`src/scol_pkg.sv`:
```
// Purpose : Shared constants for the sixteen channel output latch card.
// Assumes : Four register numbers on the backplane, eight data bits each.
// Notes   : All offsets, field positions and eight bit reset values live here.
package scol_pkg;

  // ------------------------------------------------------------------
  // Register numbers
  // ------------------------------------------------------------------
  localparam logic [1:0] REG_IDENT = 2'h0;
  localparam logic [1:0] REG_CONST = 2'h1;
  localparam logic [1:0] REG_UPPER = 2'h2;
  localparam logic [1:0] REG_LOWER = 2'h3;

  // ------------------------------------------------------------------
  // Field layout of the identification byte
  // ------------------------------------------------------------------
  localparam int         ID_TYPE_LSB  = 0;
  localparam int         ID_TYPE_W    = 3;
  localparam int         ID_COMP_LSB  = 3;
  localparam int         ID_COMP_W    = 5;
  localparam logic [2:0] TYPE_ABSENT  = 3'h7;

  // ------------------------------------------------------------------
  // Values
  // ------------------------------------------------------------------
  // Hardwired readback, decimal 16 as an eight bit two's complement (the low eight bits of -240)
  localparam logic [7:0] CONST_READBACK = 8'h10;
  localparam logic [7:0] LATCH_RESET    = 8'h00;
  localparam logic [7:0] RDATA_RESET    = 8'h00;
  localparam logic [7:0] ID_RESET       = 8'hff;
  // Arbitrary component code, not taken from any real card
  localparam logic [4:0] COMP_CODE_DEF  = 5'h0c;

  // ------------------------------------------------------------------
  // Helpers
  // ------------------------------------------------------------------
  function automatic logic reg_hit(input logic       strobe,
                                   input logic [1:0] addr,
                                   input logic [1:0] idx);
    reg_hit = strobe && (addr == idx);
  endfunction

endpackage

```
`src/scol_latch.sv`:
```
// Purpose : One eight channel command latch.
// Assumes : Clear and load are single cycle strobes from the top.
// Notes   : Clear beats load so a reset is never undone by a late write.
`timescale 1ns/1ps
module scol_latch
  import scol_pkg::*;
(
  input  wire logic       i_clk,
  input  wire logic       i_reset,
  input  wire logic       i_clear,
  input  wire logic       i_load,
  input  wire logic [7:0] i_data,
  output logic      [7:0] o_q
);

  // ------------------------------------------------------------------
  // Storage
  // ------------------------------------------------------------------
  always_ff @(posedge i_clk or posedge i_reset) begin
    if (i_reset) begin
      o_q <= LATCH_RESET;
    end else if (i_clear) begin
      o_q <= LATCH_RESET;
    end else if (i_load) begin
      o_q <= i_data;
    end
  end
endmodule

```
`src/scol_ident.sv`:
```
// Purpose : Builds the identification byte from the terminal sense lines.
// Assumes : Sense lines are synchronous and settle before a read.
// Notes   : Registered, so the byte trails the sense lines by one cycle.
`timescale 1ns/1ps
module scol_ident
  import scol_pkg::*;
#(
  parameter logic [4:0] COMP_CODE = COMP_CODE_DEF
)
(
  input  wire logic       i_clk,
  input  wire logic       i_reset,
  input  wire logic       i_term_present,
  input  wire logic [2:0] i_term_type,
  output logic      [7:0] o_id
);

  logic [7:0] next_id;

  // ------------------------------------------------------------------
  // Field assembly
  // ------------------------------------------------------------------
  always_comb begin
    next_id = 8'h00;
    next_id[ID_COMP_LSB +: ID_COMP_W] = COMP_CODE;
    if (i_term_present) begin
      next_id[ID_TYPE_LSB +: ID_TYPE_W] = i_term_type;
    end else begin
      next_id[ID_TYPE_LSB +: ID_TYPE_W] = TYPE_ABSENT;
    end
  end

  always_ff @(posedge i_clk or posedge i_reset) begin
    if (i_reset) begin
      o_id <= ID_RESET;
    end else begin
      o_id <= next_id;
    end
  end
endmodule

```
`src/scol_top.sv`:
```
// Purpose : Control logic of a sixteen channel open drain output card.
// Assumes : Backplane strobes are one cycle wide and synchronous to i_clk.
// Notes   : Outputs show the programmed state, not the switch state.
//
// Summary of operation
// - Register 0 read puts the identification byte on data bits 7:0.
// - ID byte: five bit component code over three bit terminal type.
// - With no terminal module fitted the three type bits read all ones.
// - Register 1 always reads the fixed value decimal 16, the low eight bits of -240.
// - Register 2 reads back the latched state of channels 8 to 15.
// - Register 3 reads back the latched state of channels 0 to 7.
// - Any write to register 0 resets the card and opens every channel.
// - Writing register 0 acts exactly like the backplane reset.
// - Writing register 2 loads channels 8 to 15; a one turns on.
// - Writing register 3 loads channels 0 to 7; a one turns on.
// - Bits map in ascending order, lowest bit to lowest channel.
// - A set latched bit drives its channel on; a clear bit releases it.
`timescale 1ns/1ps
module scol_top
  import scol_pkg::*;
#(
  // Arbitrary component code, chosen only to be neutral
  parameter logic [4:0] COMP_CODE = COMP_CODE_DEF
)
(
  input  wire logic        i_clk,
  input  wire logic        i_reset,
  input  wire logic        i_bp_reset,
  input  wire logic [1:0]  i_bus_addr,
  input  wire logic        i_bus_rd,
  input  wire logic        i_bus_wr,
  input  wire logic [7:0]  i_bus_wdata,
  input  wire logic        i_term_present,
  input  wire logic [2:0]  i_term_type,
  output logic      [7:0]  o_bus_rdata,
  output logic             o_bus_rvalid,
  output logic             o_card_reset,
  output logic      [15:0] o_channel_on
);

  // ------------------------------------------------------------------
  // Access decode
  // ------------------------------------------------------------------
  logic       wr_ident;
  logic       wr_upper;
  logic       wr_lower;
  logic       rd_any;
  logic       card_reset;
  logic [7:0] upper_q;
  logic [7:0] lower_q;
  logic [7:0] id_value;
  logic [7:0] next_rdata;

  // The data value of a reset write is ignored on purpose
  assign wr_ident   = reg_hit(i_bus_wr, i_bus_addr, REG_IDENT);
  assign wr_upper   = reg_hit(i_bus_wr, i_bus_addr, REG_UPPER);
  assign wr_lower   = reg_hit(i_bus_wr, i_bus_addr, REG_LOWER);
  assign rd_any     = i_bus_rd;

  // One reset path for both sources keeps the two identical
  assign card_reset = i_bp_reset || wr_ident;

  // ------------------------------------------------------------------
  // Identification
  // ------------------------------------------------------------------
  scol_ident #(
    .COMP_CODE      (COMP_CODE)
  ) u_ident (
    .i_clk          (i_clk),
    .i_reset        (i_reset),
    .i_term_present (i_term_present),
    .i_term_type    (i_term_type),
    .o_id           (id_value)
  );

  // ------------------------------------------------------------------
  // Channel latches
  // ------------------------------------------------------------------
  scol_latch u_upper (
    .i_clk   (i_clk),
    .i_reset (i_reset),
    .i_clear (card_reset),
    .i_load  (wr_upper),
    .i_data  (i_bus_wdata),
    .o_q     (upper_q)
  );

  scol_latch u_lower (
    .i_clk   (i_clk),
    .i_reset (i_reset),
    .i_clear (card_reset),
    .i_load  (wr_lower),
    .i_data  (i_bus_wdata),
    .o_q     (lower_q)
  );

  // Drivers follow the latches directly; no sensing of the switches
  assign o_channel_on = {upper_q, lower_q};

  // ------------------------------------------------------------------
  // Read path
  // ------------------------------------------------------------------
  always_comb begin
    next_rdata = RDATA_RESET;
    case (i_bus_addr)
      REG_IDENT: begin
        next_rdata = id_value;
      end
      REG_CONST: begin
        next_rdata = CONST_READBACK;
      end
      REG_UPPER: begin
        next_rdata = upper_q;
      end
      REG_LOWER: begin
        next_rdata = lower_q;
      end
      default: begin
        next_rdata = RDATA_RESET;
      end
    endcase
  end

  // Read data hold between reads so a slow controller can sample late
  always_ff @(posedge i_clk or posedge i_reset) begin
    if (i_reset) begin
      o_bus_rdata <= RDATA_RESET;
    end else if (rd_any) begin
      o_bus_rdata <= next_rdata;
    end
  end

  always_ff @(posedge i_clk or posedge i_reset) begin
    if (i_reset) begin
      o_bus_rvalid <= 1'b0;
    end else begin
      o_bus_rvalid <= rd_any;
    end
  end

  // ------------------------------------------------------------------
  // Reset indication
  // ------------------------------------------------------------------
  always_ff @(posedge i_clk or posedge i_reset) begin
    if (i_reset) begin
      o_card_reset <= 1'b0;
    end else begin
      o_card_reset <= card_reset;
    end
  end
endmodule

```
`config.mk`:
```
export PLATFORM = sky130hd
export DESIGN_NAME = scol_top
export DESIGN_NICKNAME = d
export VERILOG_FILES = /design/src/scol_pkg.sv /design/src/scol_latch.sv /design/src/scol_ident.sv /design/src/scol_top.sv
export SDC_FILE = /design/constraint.sdc
export NUM_CORES = 1
export LEC_CHECK = 0
export BUFFER_PORTS_ARGS = -buffer_cell sky130_fd_sc_hd__buf_2
export CAP_MARGIN = 20
export CELL_PAD_IN_SITES_DETAIL_PLACEMENT = 0
export CELL_PAD_IN_SITES_GLOBAL_PLACEMENT = 1
export CORE_ASPECT_RATIO = 2
export CORE_MARGIN = 2
export CORE_UTILIZATION = 38
export CTS_BUF_LIST = sky130_fd_sc_hd__clkbuf_4 sky130_fd_sc_hd__clkbuf_8 sky130_fd_sc_hd__clkbuf_16
export DETAILED_ROUTE_END_ITERATION = 10
export PLACE_DENSITY_LB_ADDON = 0.1
export SYNTH_ARGS = -nofsm -noshare
export SYNTH_HDL_FRONTEND = slang
export SYNTH_HIERARCHICAL = 1
export SYNTH_SLANG_ARGS = --single-unit
```
`constraint.sdc`:
```
create_clock -name i_clk -period 1.53 [get_ports i_clk]
set_clock_uncertainty 0.15 [all_clocks]
set_input_delay 0.306 -clock i_clk [delete_from_list [all_inputs] [get_ports i_clk]]
set_output_delay 0.306 -clock i_clk [all_outputs]
set_load 0.1 [all_outputs]
```
==> metrics <==
status=finished, final reports clean; Worst Setup Path Type=reg2out; Post-CTS Setup Bufs=0; PD cells=965 nW/um^2; count of yosys warnings during synthesis=6; xor and xnor fraction of the mapped netlist area=0%; CP Capture Type=output pin; row count=31; Post-synth EDFFs=0; setup TNS=0 ns; cell accounting for the most synthesized area=dfrtp_1; DRT iter0 DRCs=8; RR Startpoint=u_ident/o_id[4]$_DFF_PP1_; Final min period=1.46 ns; routed wire length per instance=14.8 um; Final ANT Viol Nets=0; Max Slew Vio Count=0; PortBufs=44; fmax=0.684 GHz; reg2reg path depth=2; DRC viols=0; worst skew pair latency=0.27 ns; CTS Sinks=30; Core Box Area=3570 um^2; Core Util, Final=60.3%; Vias=1,040; CP arrival=1.01 ns; Vias per Instance=4.79; maximum vdd ir drop=0.000734 V; grt ovf=0; hold crit path type=in2reg; vias in the first global route=1,171; post-synthesis mux area share=17.2%; Pleak=0.976 nW; Final nets=186; fraction of layout cells with a size suffix above 1=39.9%; Crit path max-delay family=buffers and inverters; count leader, synth=dfrtp_1; estimated wirelength of the detail-placed design=2520 um; worst-path maximum fanout=1; Tot Pwr=2.08 mW; max-cap violation count=0; Mapped Area=1410 um^2; Starting Density=39.4%; pin count of the biggest net entering global routing=18; hold path depth=2; CP startpoint kind=register; Critical Path Max Stage Delay=0.42 ns; n_diodes=0; initial antenna violation count=0; Levels on crit path=1; most frequent cells after synthesis=26 x dfrtp_1, 23 x mux2i_1, 18 x nor2_1; clk buf depth=2; Data required, critical path=1.07 ns; Place WS=0.123 ns; Die H=90.0 um; Seq/Total Area, Yosys=53.7%; H-tree depth=2; Critical Path, Cell by Cell=buf_2; R2R Setup Slk=0.31 ns; Tcrit/Tclk final=95.6%; First-pass DRT Iterations=4; Yosys reg bits=30; worst path bufs/invs=1; Mapped Avg Cell Area=11.7 um^2; Hold Startpoint=i_term_present; largest family of logic cells by synthesized area=multiplexers; gpl congestion=0.751; final hold violations=0; Die X=47.0 um; first-pass GRT wire length=5420 um; final worst slack=0.0674 ns; top area cells in the synthesized netlist=dfrtp_1 46%, mux2i_1 16%, dfstp_2 7.5%; TritonCTS clock tree=yes; RSZ-0062 raised after global routing=no; clock-pin slew on the worst setup and hold paths=0.06 ns; dominant synthesized flop cell=dfrtp_1; crit path from=o_bus_rvalid$_DFF_PP0_; Synth cell types=20; CTS Buf Count=5; Compound-Gate Fraction of Synth Area=5.69%; adder-cell share of the synthesized area=0%; Root Buffer=clkbuf_8; async set-reset flop share out of synthesis=100%; Die Area=4230 um^2; Post-Syn Instances=120; final setup violation count=0; final WL=3200 um; simple-gate area share of the yosys netlist=13.6%; I/O pins=45; top cell type's share of synthesized area=46.3%; slowest CP cell=buf_2; GRT Total Usage=17.6%; synthesis-to-finish area growth=53.0%
-- per-layer routing --
metal / part of all wire (%) / routed length, um / global-route usage (%) / vias to the layer above
met3: 5.2 / 167 / 4.62 / 8
met4: 2.5 / 81 / 8.80 / 0
met2: 57 / 1830 / 29.8 / 34
met5: 0 / 0 / 0 / -
li1: - / - / - / 494
met1: 35 / 1120 / 18.6 / 504
-- flip-flops by register name (all words and copies together) (netlist names) --
signal,flops
o_bus_rvalid,1
u_upper/o_q,8
u_lower/o_q,8
o_card_reset,1
o_bus_rdata,8
u_ident/o_id,4
-- cell families (layout without fill, tap and decap cells) --
kind of cell	after synthesis	in the layout
AOI/OAI and AO/OA	9	9
buffers and inverters	23	70
DFF	30	30
muxes	24	24
other	2	3
and+or+nand+nor	32	32
-- through the flow --
step	area (um^2)	hold WS, ns	cells
finish	2150	0.0386	217
global route	2150	0.0475	217
CTS	2150	0.0302	217
detailed placement	2050	0.160	208
global placement	2050	0.150	208
floorplan	1410	-0.0284	121
-- layout make-up --
| class | instances | area, um^2 |
|---|---|---|
| inverters | 11 | 41.3 |
| well taps | 49 | 61.3 |
| flip-flops and latches | 30 | 758 |
| multi-input cells | 68 | 524 |
| fillers | 323 | 1420 |
| clock buffers | 8 | 91.3 |
| repair buffers | 51 | 676 |
-- worst paths after layout --
check,end
max reg2reg,o_bus_rdata[4]$_DFFE_PP0P_
min,u_ident/o_id[0]$_DFF_PP1_
min reg2reg,o_bus_rdata[1]$_DFFE_PP0P_
max in group asynchronous,u_upper/o_q[4]$_DFFE_PP0P_
max,o_bus_rvalid
min in group asynchronous,u_lower/o_q[1]$_DFFE_PP0P_
-- layout by cell type (no fill, tap or decap), drive strengths merged --
master / netlist / final
dlygate4sd3: 0 / 1
dfrtp: 26 / 26
nand4bb: 7 / 7
or4b: 1 / 1
o221ai: 7 / 7
inv: 11 / 11
conb: 2 / 3
o221a: 1 / 1
nand2b: 3 / 3
and3: 1 / 1
mux2: 1 / 1
buf: 12 / 50
nor2: 18 / 18
clkbuf: 0 / 8
a21o: 1 / 1
nand2: 2 / 2
dfstp: 4 / 4
mux2i: 23 / 23
-- where the power goes --
part | switching (mW) | total [mW] | internal, mW
Clock | 0.267 | 0.643 | 0.375
Sequential | 0.0410 | 0.878 | 0.837
Combinational | 0.352 | 0.556 | 0.203
-- timing repair --
action,4_1_cts,5_1_grt
gates resized for setup,0,0
hold buffers,1,0
hold endpoints to repair,30,0
Note: power is estimated with default switching activity, not from simulation.
